$ cat config.mk
export PLATFORM = sky130hd
export DESIGN_NAME = usc_shadow_ctrl
export DESIGN_NICKNAME = d
export VERILOG_FILES = /design/src/core/usc_pkg.sv /design/src/core/usc_trig_decode.sv /design/src/core/usc_line_drive.sv /design/src/core/usc_shadow_ctrl.sv
export SDC_FILE = /design/constraint.sdc
export NUM_CORES = 1
export LEC_CHECK = 0
export BUFFER_PORTS_ARGS = -buffer_cell sky130_fd_sc_hd__buf_2
export CAP_MARGIN = 20
export CORE_AREA = 3 3 86 88
export DETAILED_ROUTE_END_ITERATION = 8
export DIE_AREA = 0 0 89 91
export GPL_ROUTABILITY_DRIVEN = 0
export GPL_TIMING_DRIVEN = 0
export MAX_ROUTING_LAYER = met4
export PLACE_DENSITY = 0.91
export SETUP_SLACK_MARGIN = 0.1
export SLEW_MARGIN = 25
export SYNTH_ARGS = -nofsm -noshare
export SYNTH_HDL_FRONTEND = slang
export SYNTH_SLANG_ARGS = --single-unit
$ cat constraint.sdc
create_clock -name MCLK -period 1.9 [get_ports MCLK]
set_input_delay 0.38 -clock MCLK [delete_from_list [all_inputs] [get_ports MCLK]]
set_output_delay 0.38 -clock MCLK [all_outputs]
set_load 0.1 [all_outputs]
$ cat src/core/usc_pkg.sv
// usc_pkg: constants and carrier types of the uart shadow control register block
// assumes a 50 MHz MCLK and an AHB-Lite bus with 32-bit data, single word transfers
`default_nettype none
package usc_pkg;

  // clock and timing
  localparam int unsigned CLK_PERIOD_NS = 20;
  localparam int unsigned IR_PERIOD_NS  = 1600;
  localparam int unsigned IR_LOW_NS     = 120;
  localparam int unsigned IR_CNT_W      = 7;
  localparam logic [IR_CNT_W-1:0] IR_PERIOD_CYC = IR_CNT_W'(IR_PERIOD_NS / CLK_PERIOD_NS);
  localparam logic [IR_CNT_W-1:0] IR_LOW_CYC    = IR_CNT_W'((IR_LOW_NS + CLK_PERIOD_NS - 1) / CLK_PERIOD_NS);

  // register byte addresses
  localparam logic [31:0] ADDR_FCR        = 32'h5000_1008;
  localparam logic [31:0] ADDR_LCR        = 32'h5000_100C;
  localparam logic [31:0] ADDR_MCR        = 32'h5000_1010;
  localparam logic [31:0] ADDR_BREAK      = 32'h5000_1090;
  localparam logic [31:0] ADDR_DMA        = 32'h5000_1094;
  localparam logic [31:0] ADDR_FEN        = 32'h5000_1098;
  localparam logic [31:0] ADDR_TRIG       = 32'h5000_109C;
  localparam logic [31:0] ADDR_INT_STATUS = 32'h5000_10C0;
  localparam logic [31:0] ADDR_INT_MASK   = 32'h5000_10C4;

  // field positions
  localparam int unsigned LCR_BREAK_BIT = 6;
  localparam int unsigned MCR_LOOP_BIT  = 4;
  localparam int unsigned MCR_IR_BIT    = 6;
  localparam int unsigned FCR_EN_BIT    = 0;
  localparam int unsigned FCR_RXRST_BIT = 1;
  localparam int unsigned FCR_TXRST_BIT = 2;
  localparam int unsigned FCR_DMA_BIT   = 3;
  localparam int unsigned FCR_TRIG_LSB  = 6;
  localparam int unsigned EV_W          = 3;
  localparam int unsigned EV_BREAK      = 0;
  localparam int unsigned EV_FIFO_RESET = 1;
  localparam int unsigned EV_RX_TRIG    = 2;

  // reset values and the fifo control store mask
  localparam logic [7:0]      LCR_RESET  = 8'h00;
  localparam logic [7:0]      FCR_RESET  = 8'h00;
  localparam logic [7:0]      MCR_RESET  = 8'h00;
  localparam logic [7:0]      FCR_STORE  = 8'hF9;
  localparam logic [EV_W-1:0] MASK_RESET = 3'h0;

  typedef enum logic [1:0] {TRIG_ONE, TRIG_QUARTER, TRIG_HALF, TRIG_TWO_LESS} usc_trig_t;
  typedef enum logic [1:0] {BUS_IDLE, BUS_WRITE, BUS_READ} usc_bus_t;
  typedef enum logic [3:0] {SEL_NONE, SEL_BREAK, SEL_DMA, SEL_FEN, SEL_TRIG, SEL_LCR, SEL_FCR,
                            SEL_MCR, SEL_STAT, SEL_MASK} usc_sel_t;

  typedef struct packed {
    logic tx_line;
    logic ir_tx_n;
    logic loop_rx;
  } usc_line_t;

  typedef struct packed {
    logic [7:0]          line_control_register;
    logic [7:0]          fifo_control_register;
    logic [7:0]          modem_control_register;
    logic [EV_W-1:0]     int_stat;
    logic [EV_W-1:0]     int_mask;
    usc_bus_t            bus;
    usc_sel_t            sel;
    logic [31:0]         hrdata;
    logic                hready;
    logic                irq;
    usc_line_t           line;
    logic                dma_rx_n;
    logic                dma_tx_n;
    logic                fifo_reset;
    logic                rx_avail;
    logic [IR_CNT_W-1:0] ir_cnt;
  } usc_state_t;

endpackage
`default_nettype wire

$ cat src/core/usc_trig_decode.sv
// usc_trig_decode: turns the receive trigger field into a fill threshold
// assumes the fill level comes from fifo logic on the same clock
`timescale 1ns/1ps
`default_nettype none
module usc_trig_decode #(
  parameter int unsigned DEPTH = 16,
  parameter int unsigned LVL_W = 5
) (
  // control
  input  wire usc_pkg::usc_trig_t trig,
  input  wire logic               fifo_en,
  // fill level
  input  wire logic [LVL_W-1:0]   level,
  output logic      [LVL_W-1:0]   threshold,
  output logic                    reached
);

  always_comb
  begin
    case (trig)
      usc_pkg::TRIG_ONE:     threshold = LVL_W'(1);
      usc_pkg::TRIG_QUARTER: threshold = LVL_W'(DEPTH / 4);
      usc_pkg::TRIG_HALF:    threshold = LVL_W'(DEPTH / 2);
      default:               threshold = LVL_W'(DEPTH - 2);
    endcase
  end

  // with the fifo off the receiver holds one character, so any data counts
  assign reached = fifo_en ? (level >= threshold) : (level != '0);
endmodule
`default_nettype wire

$ cat src/core/usc_line_drive.sv
// usc_line_drive: next value of the serial, infrared and loopback lines
// assumes tx_data is the transmitter's serial bit on the same clock
`timescale 1ns/1ps
`default_nettype none
module usc_line_drive (
  // control
  input  wire logic                          brk,
  input  wire logic                          loop,
  input  wire logic                          ir,
  input  wire logic [usc_pkg::IR_CNT_W-1:0]  ir_cnt,
  // data
  input  wire logic                          tx_data,
  output usc_pkg::usc_line_t                 line
);

  always_comb
  begin
    line.tx_line = 1'b1;
    line.ir_tx_n = 1'b1;
    line.loop_rx = 1'b1;
    if (loop)
    begin
      // external line stays marking, break goes to the own receiver
      line.loop_rx = brk ? 1'b0 : tx_data;
    end
    else
    begin
      line.tx_line = brk ? 1'b0 : tx_data;
      if (ir)
      begin
        line.ir_tx_n = brk ? (ir_cnt >= usc_pkg::IR_LOW_CYC) : tx_data;
      end
    end
  end
endmodule
`default_nettype wire

$ cat src/core/usc_shadow_ctrl.sv
// usc_shadow_ctrl: uart shadow control registers with AHB-Lite slave, break, dma and irq
// assumes one AHB-Lite master, single word transfers; fifo status inputs on MCLK
//
// Overview of operation
// - break alias write sets line control break bit 6 directly
// - break set outside loopback drives serial transmit output to spacing level 0
// - outside loopback, transmit line stays low until break cleared
// - outside loopback, infrared mode with break pulses infrared output continuously
// - loopback routes break to own receiver, not the external line
// - dma alias mirrors fifo control bit 3, selects dma mode 0 or 1
// - shadow fifo field write changes only that field
// - fifo enable alias mirrors fifo control bit 0, enables both fifos
// - clearing fifo enable after set resets both fifo controllers
// - receive trigger alias mirrors fifo control bits 7:6
// - trigger 00 one char, 01 quarter, 10 half, 11 two below full
// - dma mode 1 uses trigger level for active-low receive dma request
//
// Register access over AHB-Lite was decided locally.
`timescale 1ns/1ps
`default_nettype none
module usc_shadow_ctrl #(
  parameter int unsigned DEPTH = 16,
  parameter int unsigned LVL_W = $clog2(DEPTH) + 1
) (
  // clock and reset
  input  wire logic             MCLK,
  input  wire logic             ARST_N,
  // ahb-lite slave
  input  wire logic             HSEL,
  input  wire logic [31:0]      HADDR,
  input  wire logic [1:0]       HTRANS,
  input  wire logic             HWRITE,
  input  wire logic [2:0]       HSIZE,
  input  wire logic [31:0]      HWDATA,
  input  wire logic             HREADY,
  output logic                  HREADYOUT,
  output logic                  HRESP,
  output logic      [31:0]      HRDATA,
  // serial line
  input  wire logic             TX_DATA,
  output logic                  TX_LINE,
  output logic                  IR_TX_N,
  output logic                  LOOP_RX,
  // fifo and dma
  input  wire logic [LVL_W-1:0] RX_LEVEL,
  input  wire logic             TX_EMPTY,
  input  wire logic             TX_FULL,
  output logic                  FIFO_ENABLE,
  output logic                  FIFO_RESET,
  output logic                  DMA_MODE,
  output logic                  RX_AVAIL,
  output logic                  DMA_RX_REQ_N,
  output logic                  DMA_TX_REQ_N,
  // interrupt
  output logic                  IRQ
);

  localparam usc_pkg::usc_state_t STATE_RESET = '{
    line_control_register:        usc_pkg::LCR_RESET,
    fifo_control_register:        usc_pkg::FCR_RESET,
    modem_control_register:        usc_pkg::MCR_RESET,
    int_stat:   '0,
    int_mask:   usc_pkg::MASK_RESET,
    bus:        usc_pkg::BUS_IDLE,
    sel:        usc_pkg::SEL_NONE,
    hrdata:     '0,
    hready:     1'b1,
    irq:        1'b0,
    line:       '{tx_line: 1'b1, ir_tx_n: 1'b1, loop_rx: 1'b1},
    dma_rx_n:   1'b1,
    dma_tx_n:   1'b1,
    fifo_reset: 1'b0,
    rx_avail:   1'b0,
    ir_cnt:     '0
  };

  usc_pkg::usc_state_t     s;
  usc_pkg::usc_state_t     next_s;
  usc_pkg::usc_line_t      line_now;
  logic [LVL_W-1:0]        threshold;
  logic                    reached;
  logic [usc_pkg::EV_W-1:0] ev;
  logic [usc_pkg::EV_W-1:0] clr;
  logic                    brk;
  logic                    loop;
  logic                    ir;

  assign brk  = s.line_control_register[usc_pkg::LCR_BREAK_BIT];
  assign loop = s.modem_control_register[usc_pkg::MCR_LOOP_BIT];
  assign ir   = s.modem_control_register[usc_pkg::MCR_IR_BIT];

  function automatic usc_pkg::usc_sel_t decode_sel(input logic [31:0] addr);
    case (addr)
      usc_pkg::ADDR_BREAK:      return usc_pkg::SEL_BREAK;
      usc_pkg::ADDR_DMA:        return usc_pkg::SEL_DMA;
      usc_pkg::ADDR_FEN:        return usc_pkg::SEL_FEN;
      usc_pkg::ADDR_TRIG:       return usc_pkg::SEL_TRIG;
      usc_pkg::ADDR_LCR:        return usc_pkg::SEL_LCR;
      usc_pkg::ADDR_FCR:        return usc_pkg::SEL_FCR;
      usc_pkg::ADDR_MCR:        return usc_pkg::SEL_MCR;
      usc_pkg::ADDR_INT_STATUS: return usc_pkg::SEL_STAT;
      usc_pkg::ADDR_INT_MASK:   return usc_pkg::SEL_MASK;
      default:                  return usc_pkg::SEL_NONE;
    endcase
  endfunction

  // unmapped addresses read zero, reserved bits read zero
  function automatic logic [31:0] read_word(input usc_pkg::usc_state_t st);
    logic [31:0] w;
    w = '0;
    case (st.sel)
      usc_pkg::SEL_BREAK: w[0]   = st.line_control_register[usc_pkg::LCR_BREAK_BIT];
      usc_pkg::SEL_DMA:   w[0]   = st.fifo_control_register[usc_pkg::FCR_DMA_BIT];
      usc_pkg::SEL_FEN:   w[0]   = st.fifo_control_register[usc_pkg::FCR_EN_BIT];
      usc_pkg::SEL_TRIG:  w[1:0] = st.fifo_control_register[usc_pkg::FCR_TRIG_LSB +: 2];
      usc_pkg::SEL_LCR:   w[7:0] = st.line_control_register;
      usc_pkg::SEL_FCR:   w[7:0] = st.fifo_control_register;
      usc_pkg::SEL_MCR:   w[7:0] = st.modem_control_register;
      usc_pkg::SEL_STAT:  w[usc_pkg::EV_W-1:0] = st.int_stat;
      usc_pkg::SEL_MASK:  w[usc_pkg::EV_W-1:0] = st.int_mask;
      default:            w = '0;
    endcase
    return w;
  endfunction

  usc_trig_decode #(
    .DEPTH (DEPTH),
    .LVL_W (LVL_W)
  ) u_trig (
    .trig      (usc_pkg::usc_trig_t'(s.fifo_control_register[usc_pkg::FCR_TRIG_LSB +: 2])),
    .fifo_en   (s.fifo_control_register[usc_pkg::FCR_EN_BIT]),
    .level     (RX_LEVEL),
    .threshold (threshold),
    .reached   (reached)
  );

  usc_line_drive u_line (
    .brk     (brk),
    .loop    (loop),
    .ir      (ir),
    .ir_cnt  (s.ir_cnt),
    .tx_data (TX_DATA),
    .line    (line_now)
  );

  always_comb
  begin
    next_s            = s;
    next_s.fifo_reset = 1'b0;
    ev                = '0;
    clr               = '0;
    // write data phase: each alias touches only its own field
    if (s.bus == usc_pkg::BUS_WRITE)
    begin
      case (s.sel)
        usc_pkg::SEL_BREAK: next_s.line_control_register[usc_pkg::LCR_BREAK_BIT]      = HWDATA[0];
        usc_pkg::SEL_DMA:   next_s.fifo_control_register[usc_pkg::FCR_DMA_BIT]        = HWDATA[0];
        usc_pkg::SEL_FEN:   next_s.fifo_control_register[usc_pkg::FCR_EN_BIT]         = HWDATA[0];
        usc_pkg::SEL_TRIG:  next_s.fifo_control_register[usc_pkg::FCR_TRIG_LSB +: 2]  = HWDATA[1:0];
        usc_pkg::SEL_LCR:   next_s.line_control_register = HWDATA[7:0];
        usc_pkg::SEL_FCR:
        begin
          // the two fifo reset bits are self-clearing, never stored
          next_s.fifo_control_register = HWDATA[7:0] & usc_pkg::FCR_STORE;
          next_s.fifo_reset = HWDATA[usc_pkg::FCR_RXRST_BIT] | HWDATA[usc_pkg::FCR_TXRST_BIT];
        end
        usc_pkg::SEL_MCR:   next_s.modem_control_register = HWDATA[7:0];
        usc_pkg::SEL_MASK:  next_s.int_mask = HWDATA[usc_pkg::EV_W-1:0];
        usc_pkg::SEL_STAT:  clr = HWDATA[usc_pkg::EV_W-1:0];
        default:            next_s.int_mask = s.int_mask;
      endcase
    end
    // enable falling from one to zero resets both fifo controllers
    if (s.fifo_control_register[usc_pkg::FCR_EN_BIT] && !next_s.fifo_control_register[usc_pkg::FCR_EN_BIT])
    begin
      next_s.fifo_reset = 1'b1;
    end
    ev[usc_pkg::EV_FIFO_RESET] = next_s.fifo_reset;
    ev[usc_pkg::EV_BREAK]      = !brk && next_s.line_control_register[usc_pkg::LCR_BREAK_BIT];
    next_s.rx_avail            = reached;
    ev[usc_pkg::EV_RX_TRIG]    = reached && !s.rx_avail;
    // an event in the clearing cycle survives the clear
    next_s.int_stat = (s.int_stat & ~clr) | ev;
    next_s.irq      = |(next_s.int_stat & next_s.int_mask);

    // receive dma: mode 1 waits for the trigger level and holds until empty
    if (!s.fifo_control_register[usc_pkg::FCR_DMA_BIT] || !s.fifo_control_register[usc_pkg::FCR_EN_BIT])
    begin
      next_s.dma_rx_n = (RX_LEVEL == '0);
    end
    else if (reached)
    begin
      next_s.dma_rx_n = 1'b0;
    end
    else if (RX_LEVEL == '0)
    begin
      next_s.dma_rx_n = 1'b1;
    end
    // transmit dma: mode 1 asks from empty until full
    if (!s.fifo_control_register[usc_pkg::FCR_DMA_BIT] || !s.fifo_control_register[usc_pkg::FCR_EN_BIT])
    begin
      next_s.dma_tx_n = !TX_EMPTY;
    end
    else if (TX_EMPTY)
    begin
      next_s.dma_tx_n = 1'b0;
    end
    else if (TX_FULL)
    begin
      next_s.dma_tx_n = 1'b1;
    end

    // infrared break pulse counter, idle at zero outside a break
    if (brk && ir && !loop)
    begin
      next_s.ir_cnt = (s.ir_cnt == usc_pkg::IR_PERIOD_CYC - 1'b1) ? '0 : s.ir_cnt + 1'b1;
    end
    else
    begin
      next_s.ir_cnt = '0;
    end
    next_s.line = line_now;

    // bus: writes take no wait state, reads take one so a write just before is seen
    case (s.bus)
      usc_pkg::BUS_READ:
      begin
        next_s.hrdata = read_word(s);
        next_s.hready = 1'b1;
        next_s.bus    = usc_pkg::BUS_IDLE;
      end
      usc_pkg::BUS_IDLE, usc_pkg::BUS_WRITE:
      begin
        next_s.bus = usc_pkg::BUS_IDLE;
        if (HSEL && HTRANS[1] && HREADY)
        begin
          next_s.sel    = decode_sel(HADDR);
          next_s.bus    = HWRITE ? usc_pkg::BUS_WRITE : usc_pkg::BUS_READ;
          next_s.hready = HWRITE;
        end
      end
      default:
      begin
        next_s.bus    = usc_pkg::BUS_IDLE;
        next_s.hready = 1'b1;
      end
    endcase
  end

  always_ff @(posedge MCLK or negedge ARST_N)
  begin
    if (!ARST_N)
    begin
      s <= STATE_RESET;
    end
    else
    begin
      s <= next_s;
    end
  end

  assign HREADYOUT    = s.hready;
  assign HRESP        = 1'b0;
  assign HRDATA       = s.hrdata;
  assign TX_LINE      = s.line.tx_line;
  assign IR_TX_N      = s.line.ir_tx_n;
  assign LOOP_RX      = s.line.loop_rx;
  assign FIFO_ENABLE  = s.fifo_control_register[usc_pkg::FCR_EN_BIT];
  assign FIFO_RESET   = s.fifo_reset;
  assign DMA_MODE     = s.fifo_control_register[usc_pkg::FCR_DMA_BIT];
  assign RX_AVAIL     = s.rx_avail;
  assign DMA_RX_REQ_N = s.dma_rx_n;
  assign DMA_TX_REQ_N = s.dma_tx_n;
  assign IRQ          = s.irq;
endmodule
`default_nettype wire

=== Yosys cells after proc, flatten, opt, wreduce, memory -nomap -nowiden ===
Index checks and enable logic that the tools add are counted.

* Bits in registers: 58
* Output and inout port bits: 44
* Logic and storage cells: 126
* Input bits: 82

* Add/subtract/negate cells: 1
* Reduce and logical (&&, ||, !) cells: 32
* $lt $le $gt $ge: 2
* Equality and inequality tests: 24
* Bitwise gates (word level): 5
* Muxes and demuxes: 40

{| class="wikitable"
|+ Operators with widths
! operator !! count
|-
| == test 32 x 31 -> 1 bit, second input constant || 9
|-
| case mux 4 bit (9 select lines) || 1
|-
| two-way mux 23 bit || 1
|-
| two-way mux 1 bit || 17
|-
| == test 4 x 3 -> 1 bit, second input constant || 4
|-
| case mux 5 bit (3 select lines) || 1
|-
| two-way mux 7 bit || 2
|-
| two-way mux 3 bit || 4
|-
| two-way mux 6 bit || 2
|-
| case mux 4 bit (3 select lines) || 1
|-
| AND reduction 2 bit || 6
|-
| == test 4 x 2 -> 1 bit, second input constant || 2
|-
| == test 4 bit, second input constant || 2
|-
| two-way mux 2 bit || 4
|-
| two-way mux 8 bit || 1
|-
| case mux 1 bit (8 select lines) || 1
|-
| adder 7 x 1 -> 7 bit, second input constant || 1
|-
| == test 7 bit, second input constant || 1
|-
| greater-or-equal comparator 7 x 3 -> 1 bit, second input constant || 1
|-
| logical AND 1 bit || 7
|-
| zero test 1 bit || 7
|-
| bitwise AND 3 bit || 2
|-
| nonzero test 3 bit || 2
|-
| greater-or-equal comparator 5 x 4 -> 1 bit || 1
|-
| 18 further kinds || 24
|}

=== Depth between registers and ports, before layout ===
Gate-level depths: netlist (run 1).

* Depth after elaboration: 10
* Depth in mapped cells: 7

=== Cells and area by module ===
Synthesis (run 1) repeated with hierarchy kept, for this count alone.

* Cell total of the unflattened synthesis: 333
* Area total of the unflattened synthesis: 3405.8 sq um

{| class="wikitable"
|+ By module, submodules not included
! module !! instances !! area each (sq um) !! cells each
|-
| usc_shadow_ctrl || 1 || 3210.6 || 303
|-
| usc_trig_decode || 1 || 146.4 || 22
|-
| usc_line_drive || 1 || 48.8 || 8
|}

=== Worst setup path before layout (run 1) ===
OpenSTA, ideal clock, no wires.

* Path kind: flip-flop to flip-flop
* Start point: reg s, in the netlist FIFO_ENABLE
* End point: reg s, in the netlist IRQ
* Setup time: 126 ps
* Path slack: -127 ps
* Period minus slack after synthesis: 2027 ps
* Buffers on the path: 1
* Cell stages (with the launch flop): 6
* Arrival time: 1901 ps
* Cells stage by stage: dfrtp_1 > clkbuf_1 > and2_1 > a31o_2 > o2bb2ai_1 > a221o_1

{| class="wikitable"
|+ RTL lines
! element !! RTL line !! source
|-
| start, declared || usc_shadow_ctrl.sv:77 || <nowiki>usc_pkg::usc_state_t s;</nowiki>
|-
| start signal, assigned || usc_shadow_ctrl.sv:258 || <nowiki>s <= next_s;</nowiki>
|}

==> flow_summary.json, run 1 <==
{
  "status": "finished, final reports clean",
  "timing_hold_violations_final": 0,
  "worst-setup-path-type": "flip-flop to flip-flop",
  "max_cap_violations": 0,
  "ys_seq_area_share_pct": 44.3,
  "final.period_utilization_pct": 94.4,
  "dpl-instance-area_mm2": 0.00384,
  "async_flop_share_pct": 100,
  "sort_of_element_at_the_end_of_the_critical_path": "flip-flop",
  "irDropWorstVdd_uv": 291,
  "critPathLaunch": "s[74]",
  "drt-vias-per-instance": 5.38,
  "dp_slack_ns": 0.0622,
  "power_per_cell_area_mw_per_mm2": 745,
  "post_route_cells_drive_above_1_share_pct": 41.3,
  "mappedNetlistArea_mm2": 0.00329,
  "synth_top_area_cell": "sky130_fd_sc_hd__dfrtp_1",
  "finalSetupViolations": 0,
  "synth_edf_count": 0,
  "area_growth_syn_to_layout_pct": 24.4,
  "drt-wirelength-per-cell_um": 15.0,
  "routed-via-count": 2737,
  "die-width_um": 89,
  "finalClockSkew_ns": 0.00898,
  "cts.sink_count": 58,
  "power_leakage_nw": 1.98,
  "htreeDepth": 3,
  "cts_tree": "built",
  "global_route.usage.total_pct": 19.6,
  "timing.final.crit_period_ns": 1.79,
  "number_of_global_route_vias_before_repair": 2702,
  "data_arrival_critical_path_ns": 2.01,
  "r2r_cells": 6,
  "num_rows": 30,
  "drt_pre_antenna_iters": 5,
  "worstPathMaxFanout": 4,
  "nNetsFinal": 512,
  "fp.dieArea_mm2": 0.00810,
  "register_bit_count_reported_by_yosys": 58,
  "avgSynthCellArea_um2": 10.4,
  "synth.top_cells.by_area": "sky130_fd_sc_hd__dfrtp_1 (39%), sky130_fd_sc_hd__mux2_2 (9.6%), sky130_fd_sc_hd__buf_4 (8.0%), sky130_fd_sc_hd__dfstp_2 (4.8%), sky130_fd_sc_hd__a22o_1 (2.9%)",
  "die-height_um": 91,
  "max_slew.worst_pin.slew_ns": 0.716,
  "initial_antenna_violation_count": 0,
  "portBuffers": 70,
  "route.antenna.remaining_nets": 0,
  "cts_bufs_inserted": 9,
  "grt_first_pass_wirelength_mm": 12.1,
  "post_cts_hold_buffer_count": 0,
  "ys.flop_type": "sky130_fd_sc_hd__dfrtp_1",
  "maxSlewViolCount": 0,
  "drcViolationCount": 0,
  "finalCoreUtilization_pct": 61.0,
  "crit_path_start_kind": "flip-flop",
  "drt_iter0_drc": 230,
  "worst_case_setup_margin_in_the_final_layout_ns": 0.107,
  "clk_root_buffer_cell": "sky130_fd_sc_hd__clkbuf_8",
  "worst_slack_on_hold_paths_ns": 0.0830,
  "initial_core_util_pct": 49.0,
  "rsz0062_at_grt": "true",
  "synthDominantCellAreaShare_pct": 39.5,
  "core_mm2": 0.00672,
  "antenna_cells": 0,
  "timing.hold.worst.class": "input port to async pin",
  "final_cell_area_mm2": 0.00410,
  "final.setup.tns_ns": 0,
  "yosysWarningCount": 0,
  "gate_count_after_technology_mapping": 317,
  "clkLatencyLatePin_ns": 0.34,
  "max-clock-path-buffers": 2,
  "achievable-frequency_mhz": 558,
  "grt-ovfl-total": 0,
  "design.portCount": 126,
  "dp_hpwl_mm": 5.62,
  "cp_data_required_time_ns": 2.12,
  "maxSlewHeadroom_pct": 52.3,
  "synth.distinct_cells": 60,
  "worst_r2r_startpoint": "s[74]",
  "worst_setup_hold_path_clk_slew_ns": 0.07,
  "postRouteWirelength_mm": 7.66,
  "grt_max_degree": 59
}
[area by class of cell]
| class | count | area, um^2 |
|---|---|---|
| inverters | 12 | 45.0 |
| multi-input cells | 226 | 1580 |
| well taps | 80 | 100 |
| clock inverters | 7 | 93.8 |
| plain buffers | 45 | 323 |
| clock buffers | 9 | 124 |
| flip-flops and latches | 58 | 1460 |
| repair buffers | 72 | 368 |
| fillers | 529 | 2620 |
[metal layers]
layer,part of all wire (%),wire length (um),track usage (%),vias to the layer above
li1,-,-,-,1294
met1,39,2990,23.3,1269
met2,50,3830,32.4,150
met3,7.9,601,2.99,24
met4,3.0,231,9.06,0
met5,0,0,-,-
[critical path: stages (launching register included)]
cell	delay (ns)
sky130_fd_sc_hd__dfrtp_2	0.46
sky130_fd_sc_hd__nor2_4	0.14
sky130_fd_sc_hd__ha_1	0.24
sky130_fd_sc_hd__o2111ai_2	0.22
sky130_fd_sc_hd__a31o_2	0.20
sky130_fd_sc_hd__o2bb2ai_1	0.10
sky130_fd_sc_hd__a221o_1	0.31
[cells by family (layout without fill, tap and decap cells)]
family | after synthesis | count (layout) | share of synthesized area (%)
xor+xnor | 6 | 6 | 1.60
compound gates | 57 | 57 | 12.5
flops | 58 | 58 | 44.3
simple gates | 101 | 101 | 17.5
mux | 31 | 31 | 10.6
buf+inv | 57 | 145 | 11.0
fa+ha+maj | 6 | 6 | 2.28
other cells | 1 | 25 | 0.114
[repair_timing]
action                                  CTS  global route
endpoints found under the setup margin    1            14
resized for setup                         2            10
pin swaps                                 0             1
cloned                                    0             0
hold endpoints to repair                  0             0
buffers inserted                          0             2
[placed cells by master (no fill, tap or decap), drive strengths merged, types with 4 or more instances in the layout]
cell	n
a21oi	8
a22o	11
a31oi	7
a32oi	4
and3	4
buf	110
clkbuf	16
conb	25
dfrtp	52
dfstp	6
ha	6
inv	12
mux2	29
nand2	24
nand2b	5
nand3	6
nand4	4
nor2	24
nor3	4
nor4b	4
o21ai	9
[state kept, by name, summed over array words and instances (netlist names)]
signal / count
DMA_MODE: 1
DMA_RX_REQ_N: 1
DMA_TX_REQ_N: 1
FIFO_ENABLE: 1
FIFO_RESET: 1
HRDATA: 8
HREADYOUT: 1
IRQ: 1
IR_TX_N: 1
LOOP_RX: 1
RX_AVAIL: 1
TX_LINE: 1
brk: 1
ir: 1
loop: 1
s: 36
[per-stage QoR]
step	total power, mW	std cells
final	3.05	509
after global routing	3.17	509
after CTS	3.07	507
after detailed placement	1.82	491
after global placement	1.81	491
after floorplan	1.70	341
[final timing paths]
check | to | slack (ns)
max in group asynchronous | FIFO_ENABLE | 1.29
setup / recovery | IRQ | 0.11
setup reg to reg | IRQ | 0.11
min in group MCLK | DMA_TX_REQ_N | 0.15
hold / removal | s[80] | 0.08
hold reg to reg | HRDATA[1] | 0.49
[cells in the mapped netlist (3+ instances only)]
cell and instances:
sky130_fd_sc_hd__mux2_2 28, sky130_fd_sc_hd__inv_1 12, sky130_fd_sc_hd__dfstp_2 6, sky130_fd_sc_hd__buf_4 35, sky130_fd_sc_hd__nor2b_1 3, sky130_fd_sc_hd__a21oi_1 8, sky130_fd_sc_hd__nor2_1 24, sky130_fd_sc_hd__and2b_1 3
sky130_fd_sc_hd__nor3_1 3, sky130_fd_sc_hd__a31oi_1 7, sky130_fd_sc_hd__xnor2_1 3, sky130_fd_sc_hd__xor2_1 3, sky130_fd_sc_hd__nand2_1 23, sky130_fd_sc_hd__nand2b_1 5, sky130_fd_sc_hd__nor4_1 3, sky130_fd_sc_hd__o21ai_0 8
sky130_fd_sc_hd__nor3b_1 3, sky130_fd_sc_hd__dfrtp_1 52, sky130_fd_sc_hd__and3_1 4, sky130_fd_sc_hd__a32oi_1 4, sky130_fd_sc_hd__nor4b_1 3, sky130_fd_sc_hd__nand4b_1 3, sky130_fd_sc_hd__nand4_1 4, sky130_fd_sc_hd__ha_1 6
sky130_fd_sc_hd__nand3_1 6, sky130_fd_sc_hd__a22o_1 11, sky130_fd_sc_hd__clkbuf_1 6
[where the power goes]
part	total, mW	switching, mW	internal, mW	leakage [nW]
logic	0.525	0.398	0.127	1.15
clock network	1.25	0.513	0.735	0.105
registers	1.28	0.0146	1.26	0.727
Note: power is estimated with default switching activity, not from simulation.
==> inputs of run 2 (changes only) <==
--- a/config.mk
+++ b/config.mk
@@ -7,13 +7,12 @@
 export LEC_CHECK = 0
 export BUFFER_PORTS_ARGS = -buffer_cell sky130_fd_sc_hd__buf_2
 export CAP_MARGIN = 20
-export CORE_AREA = 3 3 86 88
+export CORE_AREA = 3 3 103 75
 export DETAILED_ROUTE_END_ITERATION = 8
-export DIE_AREA = 0 0 89 91
-export GPL_ROUTABILITY_DRIVEN = 0
+export DIE_AREA = 0 0 106 78
 export GPL_TIMING_DRIVEN = 0
 export MAX_ROUTING_LAYER = met4
-export PLACE_DENSITY = 0.91
+export PLACE_DENSITY = 0.9
 export SETUP_SLACK_MARGIN = 0.1
 export SLEW_MARGIN = 25
 export SYNTH_ARGS = -nofsm -noshare
==> run 2 against run 1 <==
  * Clock power decreased by 12%
  * First-iteration DRC count rose by 2.2%
  * Core utilization increased by 0.27 points
  * Critical path depth increased by 1
  * Combinational power is 3% higher
  * Sequential share of layout area fell by 0.30 points
  * Die area grew 2.1%
  * Critical endpoint unchanged
  * Largest cell class unchanged
==> flow_summary.json, run 2 (synthesis gave the netlist of run 1 again) <==
{
  "status": "finished, final reports clean",
  "worstPathMaxFanout": 4,
  "power_per_cell_area_mw_per_mm2": 705,
  "final.setup.tns_ns": 0,
  "drt_pre_antenna_iters": 5,
  "commonest_non_fill_non_tap_cells_in_the_layout": "sky130_fd_sc_hd__buf_2 (69), sky130_fd_sc_hd__dfrtp_1 (47), sky130_fd_sc_hd__buf_4 (41)",
  "route.antenna.remaining_nets": 0,
  "max_cap_violations": 0,
  "cts_tree": "built",
  "die-height_um": 78,
  "sort_of_element_at_the_end_of_the_critical_path": "flip-flop",
  "final.period_utilization_pct": 92.9,
  "area_growth_syn_to_layout_pct": 25.6,
  "finalSetupViolations": 0,
  "clk_root_buffer_cell": "sky130_fd_sc_hd__clkbuf_8",
  "antenna_cells": 0,
  "p_sw_mw": 0.907,
  "post_cts_hold_buffer_count": 0,
  "clkLatencyLatePin_ns": 0.35,
  "htreeDepth": 3,
  "post_route_cells_drive_above_1_share_pct": 42.5,
  "initial_antenna_violation_count": 0,
  "worst_slack_on_hold_paths_ns": 0.0950,
  "area_of_all_sequential_standard_cells_mm2": 0.00147,
  "drt-vias-per-instance": 5.26,
  "finalCoreUtilization_pct": 61.3,
  "num_rows": 25,
  "nFillCells": 559,
  "drcViolationCount": 0,
  "dp_hpwl_mm": 6.23,
  "r2r_cells": 7,
  "sequentialPowerShare_pct": 43.8,
  "nNetsFinal": 514,
  "initial_core_util_pct": 48.8,
  "final_common_cell": "sky130_fd_sc_hd__buf_2",
  "maxSlewViolCount": 0,
  "timing.hold.worst.class": "input port to async pin",
  "place_congestion": 0.940,
  "global_route.usage.total_pct": 21.1,
  "maxSlewHeadroom_pct": 51.8,
  "drt_iter0_drc": 235,
  "worst_setup_hold_path_clk_slew_ns": 0.07,
  "final_cell_count_no_fill": 525,
  "die-width_um": 106,
  "postRouteWirelength_mm": 8.41,
  "power_leakage_nw": 2.00,
  "routed-via-count": 2759,
  "cts_bufs_inserted": 9,
  "final_cell_area_mm2": 0.00414,
  "p_int_mw": 2.01,
  "irDropWorstVdd_uv": 343,
  "cts.sink_count": 58,
  "grt_first_pass_wirelength_mm": 13.3,
  "numPlacedInstances": 505,
  "regMostFlops": "s",
  "portBuffers": 70,
  "max_slew.worst_pin.slew_ns": 0.722,
  "share_comb_of_total_power_pct": 18.6,
  "fp.dieArea_mm2": 0.00827,
  "swShare_pct": 31.1,
  "dpl-instance-area_mm2": 0.00386,
  "max-clock-path-buffers": 2,
  "multi_input_comb_area_mm2": 0.00161,
  "crit_path_start_kind": "flip-flop",
  "number_of_global_route_vias_before_repair": 2758,
  "max_ffs_per_register": 36,
  "grt_max_degree": 59,
  "design.portCount": 126,
  "clockPowerShare_pct": 37.6,
  "achievable-frequency_mhz": 567,
  "data_arrival_critical_path_ns": 1.99,
  "timing.final.crit_period_ns": 1.76,
  "timing_hold_violations_final": 0,
  "worst-setup-path-type": "flip-flop to flip-flop",
  "grt-ovfl-total": 0,
  "core_mm2": 0.00676,
  "drt-wirelength-per-cell_um": 16.0,
  "rsz0062_at_grt": "true",
  "cp_data_required_time_ns": 2.13,
  "finalClockSkew_ns": 0.0104
}
[run 2: area by class of cell]
| cell class | count | share of cell area, % |
|---|---|---|
| repair buffers | 74 | 9.25 |
| flip-flops and latches | 58 | 35.4 |
| clock inverters | 2 | 0.242 |
| multi-input cells | 226 | 39.0 |
| plain buffers | 45 | 7.80 |
| clock buffers | 14 | 4.41 |
| inverters | 12 | 1.09 |
| well taps | 94 | 2.84 |
[run 2: power groups by stage]
stage	registers [mW]	logic, mW	clock network, mW
2_1_floorplan	1.37	0.331	0
3_3_place_gp	1.30	0.513	0
3_5_place_dp	1.30	0.525	0
4_1_cts	1.28	0.532	1.11
5_1_grt	1.28	0.572	1.18
6_report	1.28	0.542	1.10
[run 2: final timing paths]
check | slack, ns | endpoint | start
min in group MCLK | 0.15 | DMA_TX_REQ_N | TX_EMPTY
max | 0.14 | IRQ | s[74]
min reg2reg | 0.49 | HRDATA[0] | HRDATA[0]
max in group asynchronous | 1.29 | s[75] | ARST_N
max reg2reg | 0.14 | IRQ | s[74]
min | 0.1 | s[81] | ARST_N
[run 2: metal layers]
| metal | up-vias | routed length [um] | track usage (%) | share of wire, % |
|---|---|---|---|---|
| li1 | 1308 | - | - | - |
| met1 | 1293 | 3610 | 26.8 | 43 |
| met3 | 15 | 678 | 6.15 | 8.1 |
| met4 | 0 | 140 | 9.44 | 1.7 |
| met5 | - | 0 | - | 0 |
| met2 | 143 | 3980 | 31.4 | 47 |
[run 2: per-stage QoR]
step	setup slack (ns)	total power, mW
final	0.135	2.92
after global routing	0.0841	3.04
after CTS	0.102	2.92
after detailed placement	0.0578	1.83
after global placement	0.0580	1.81
after floorplan	0.131	1.70
[run 2: critical path, cell delays in order (launching register included)]
cell	delay, ns
sky130_fd_sc_hd__dfrtp_1	0.42
sky130_fd_sc_hd__inv_1	0.16
sky130_fd_sc_hd__ha_4	0.23
sky130_fd_sc_hd__a21o_1	0.15
sky130_fd_sc_hd__nand2_1	0.09
sky130_fd_sc_hd__a31o_4	0.18
sky130_fd_sc_hd__o2bb2ai_1	0.11
sky130_fd_sc_hd__a221o_1	0.31
[run 2: timing repair]
item	CTS	global route
gates resized for setup	2	15
endpoints found under the setup margin	1	19
buffers inserted	2	2
pin swaps	1	3
==> inputs of run 3 (changes only) <==
==> constraint.sdc (replaced) <==
create_clock -name MCLK -period 1.9 [get_ports MCLK]
set_input_delay 0 -clock MCLK [delete_from_list [all_inputs] [get_ports MCLK]]
set_output_delay 0 -clock MCLK [all_outputs]
set_load 0.1 [all_outputs]
==> run 3 against run 2 <==
  * Via count increased by 4.6%
  * Register-to-register slack about the same
  * Count of clock-buffer cells in the layout unchanged
==> flow_summary.json, run 3 (synthesis gave the netlist of run 1 again) <==
{
  "max_slew.worst_pin.slew_ns": 0.716,
  "finalClockSkew_ns": 0.0102,
  "rsz0062_at_grt": "true",
  "grt-ovfl-total": 0,
  "die-height_um": 78,
  "p_sw_mw": 0.915,
  "clk_root_buffer_cell": "sky130_fd_sc_hd__clkbuf_8",
  "nNetsFinal": 533,
  "clockPowerShare_pct": 37.2,
  "final.setup.tns_ns": 0,
  "drt-wirelength-per-cell_um": 16.2,
  "share_comb_of_total_power_pct": 19.4,
  "worst_case_setup_margin_in_the_final_layout_ns": 0.134,
  "power_per_cell_area_mw_per_mm2": 682,
  "swShare_pct": 31.0,
  "postRouteWirelength_mm": 8.81,
  "htreeDepth": 3,
  "sort_of_element_at_the_end_of_the_critical_path": "flip-flop",
  "routed-via-count": 2887,
  "max-clock-path-buffers": 2,
  "grt_first_pass_wirelength_mm": 13.9,
  "clkLatencyLatePin_ns": 0.35,
  "dp_slack_ns": 0.0719,
  "area_growth_syn_to_layout_pct": 31.3,
  "final_cell_area_mm2": 0.00433,
  "cp_data_required_time_ns": 2.13,
  "global_route.usage.total_pct": 22.0,
  "max_ffs_per_register": 36,
  "number_of_global_route_vias_before_repair": 2857,
  "worst-setup-path-type": "flip-flop to flip-flop",
  "sequentialPowerShare_pct": 43.4,
  "initial_antenna_violation_count": 0,
  "antenna_cells": 0,
  "maxSlewHeadroom_pct": 52.3,
  "gr-usage-met1_pct": 27.9,
  "crit_path_start_kind": "flip-flop",
  "post_route_cells_drive_above_1_share_pct": 40.9,
  "die-width_um": 106,
  "finalSetupViolations": 0,
  "timing.hold.worst.class": "input port to flip-flop",
  "grt-busiest-layer": "met2",
  "final.period_utilization_pct": 92.9,
  "cts.sink_count": 58,
  "design.portCount": 126,
  "commonest_non_fill_non_tap_cells_in_the_layout": "sky130_fd_sc_hd__buf_2 (69), sky130_fd_sc_hd__dfrtp_1 (47), sky130_fd_sc_hd__buf_4 (42)",
  "maxSlewViolCount": 0,
  "initial_core_util_pct": 48.8,
  "data_arrival_critical_path_ns": 2.00,
  "drt-vias-per-instance": 5.31,
  "p_int_mw": 2.04,
  "timing_hold_violations_final": 0,
  "regMostFlops": "s",
  "portBuffers": 70,
  "place_congestion": 0.940,
  "route.antenna.remaining_nets": 0,
  "timing.final.crit_period_ns": 1.77,
  "holdPathStages": 3,
  "drt_iter0_drc": 258,
  "grt_max_degree": 59,
  "r2r_cells": 5,
  "drt_pre_antenna_iters": 5,
  "worst_setup_hold_path_clk_slew_ns": 0.07,
  "nFillCells": 533,
  "achievable-frequency_mhz": 566,
  "num_rows": 25,
  "max_cap_violations": 0,
  "final_common_cell": "sky130_fd_sc_hd__buf_2",
  "fp.dieArea_mm2": 0.00827,
  "power_leakage_nw": 2.07,
  "status": "finished, final reports clean",
  "core_mm2": 0.00676,
  "gr_util_met2_pct": 33.0,
  "groute.layer.met3.usage_pct": 5.99,
  "cts_tree": "built",
  "dp_hpwl_mm": 6.23,
  "worstPathMaxFanout": 5,
  "dpl-instance-area_mm2": 0.00386,
  "drcViolationCount": 0,
  "cts_bufs_inserted": 9,
  "irDropWorstVdd_uv": 346
}
## run 3: metrics by stage
step | instances | hold WS (ns) | total power, mW | util (%)
floorplan | 341 | -0.296 | 1.70 | -
global placement | 505 | 0.118 | 1.81 | 57.0
detailed placement | 505 | 0.112 | 1.83 | 57.1
CTS | 541 | 0.00688 | 2.95 | 62.9
global route | 544 | 0.0296 | 3.07 | 64.0
finish | 544 | 0.0382 | 2.95 | 64.0
## run 3: repair_timing
item                       4_1_cts  5_1_grt
setup endpoints to repair        1       19
resized for setup                2       15
buffers inserted                 2        3
hold buffers                    18        0
pin swaps                        1        3
hold endpoints to repair        80        0
## run 3: power groups by stage
| stage | Combinational, mW | Clock [mW] | Sequential [mW] |
|---|---|---|---|
| after floorplan | 0.331 | 0 | 1.37 |
| after global placement | 0.513 | 0 | 1.30 |
| after detailed placement | 0.525 | 0 | 1.30 |
| after CTS | 0.561 | 1.11 | 1.28 |
| after global routing | 0.604 | 1.18 | 1.28 |
| final | 0.573 | 1.10 | 1.28 |
## run 3: metal layers
layer  wire length, um  vias up
met1              3640     1353
met5                 0        -
met4               206        0
met3               766       25
li1                  -     1348
met2              4200      161
## run 3: layout make-up
cell class,count,area [um^2],area share (%)
multi-input cells,226,1610,37.3
clock inverters,2,10.0,0.231
clock buffers,14,183,4.22
well taps,94,118,2.72
repair buffers,93,571,13.2
flip-flops and latches,58,1470,33.9
plain buffers,45,323,7.46
inverters,12,45.0,1.04
## run 3: path summary, 6_finish.rpt
| path | to | slack, ns | start |
|---|---|---|---|
| min reg2reg | HRDATA[0] | 0.49 | HRDATA[0] |
| max | IRQ | 0.13 | s[49] |
| max reg2reg | IRQ | 0.13 | s[49] |
| min in group asynchronous | s[81] | 0.26 | ARST_N |
| max in group asynchronous | s[50] | 1.12 | ARST_N |
| min | s[48] | 0.04 | HADDR[3] |
## run 3: critical path, cell delays in order (launching register included)
cell and delay [ns]:
sky130_fd_sc_hd__dfrtp_2 0.46, sky130_fd_sc_hd__and4bb_1 0.33, sky130_fd_sc_hd__nand2_2 0.11, sky130_fd_sc_hd__mux2_4 0.32, sky130_fd_sc_hd__and2_0 0.17, sky130_fd_sc_hd__a221o_1 0.27
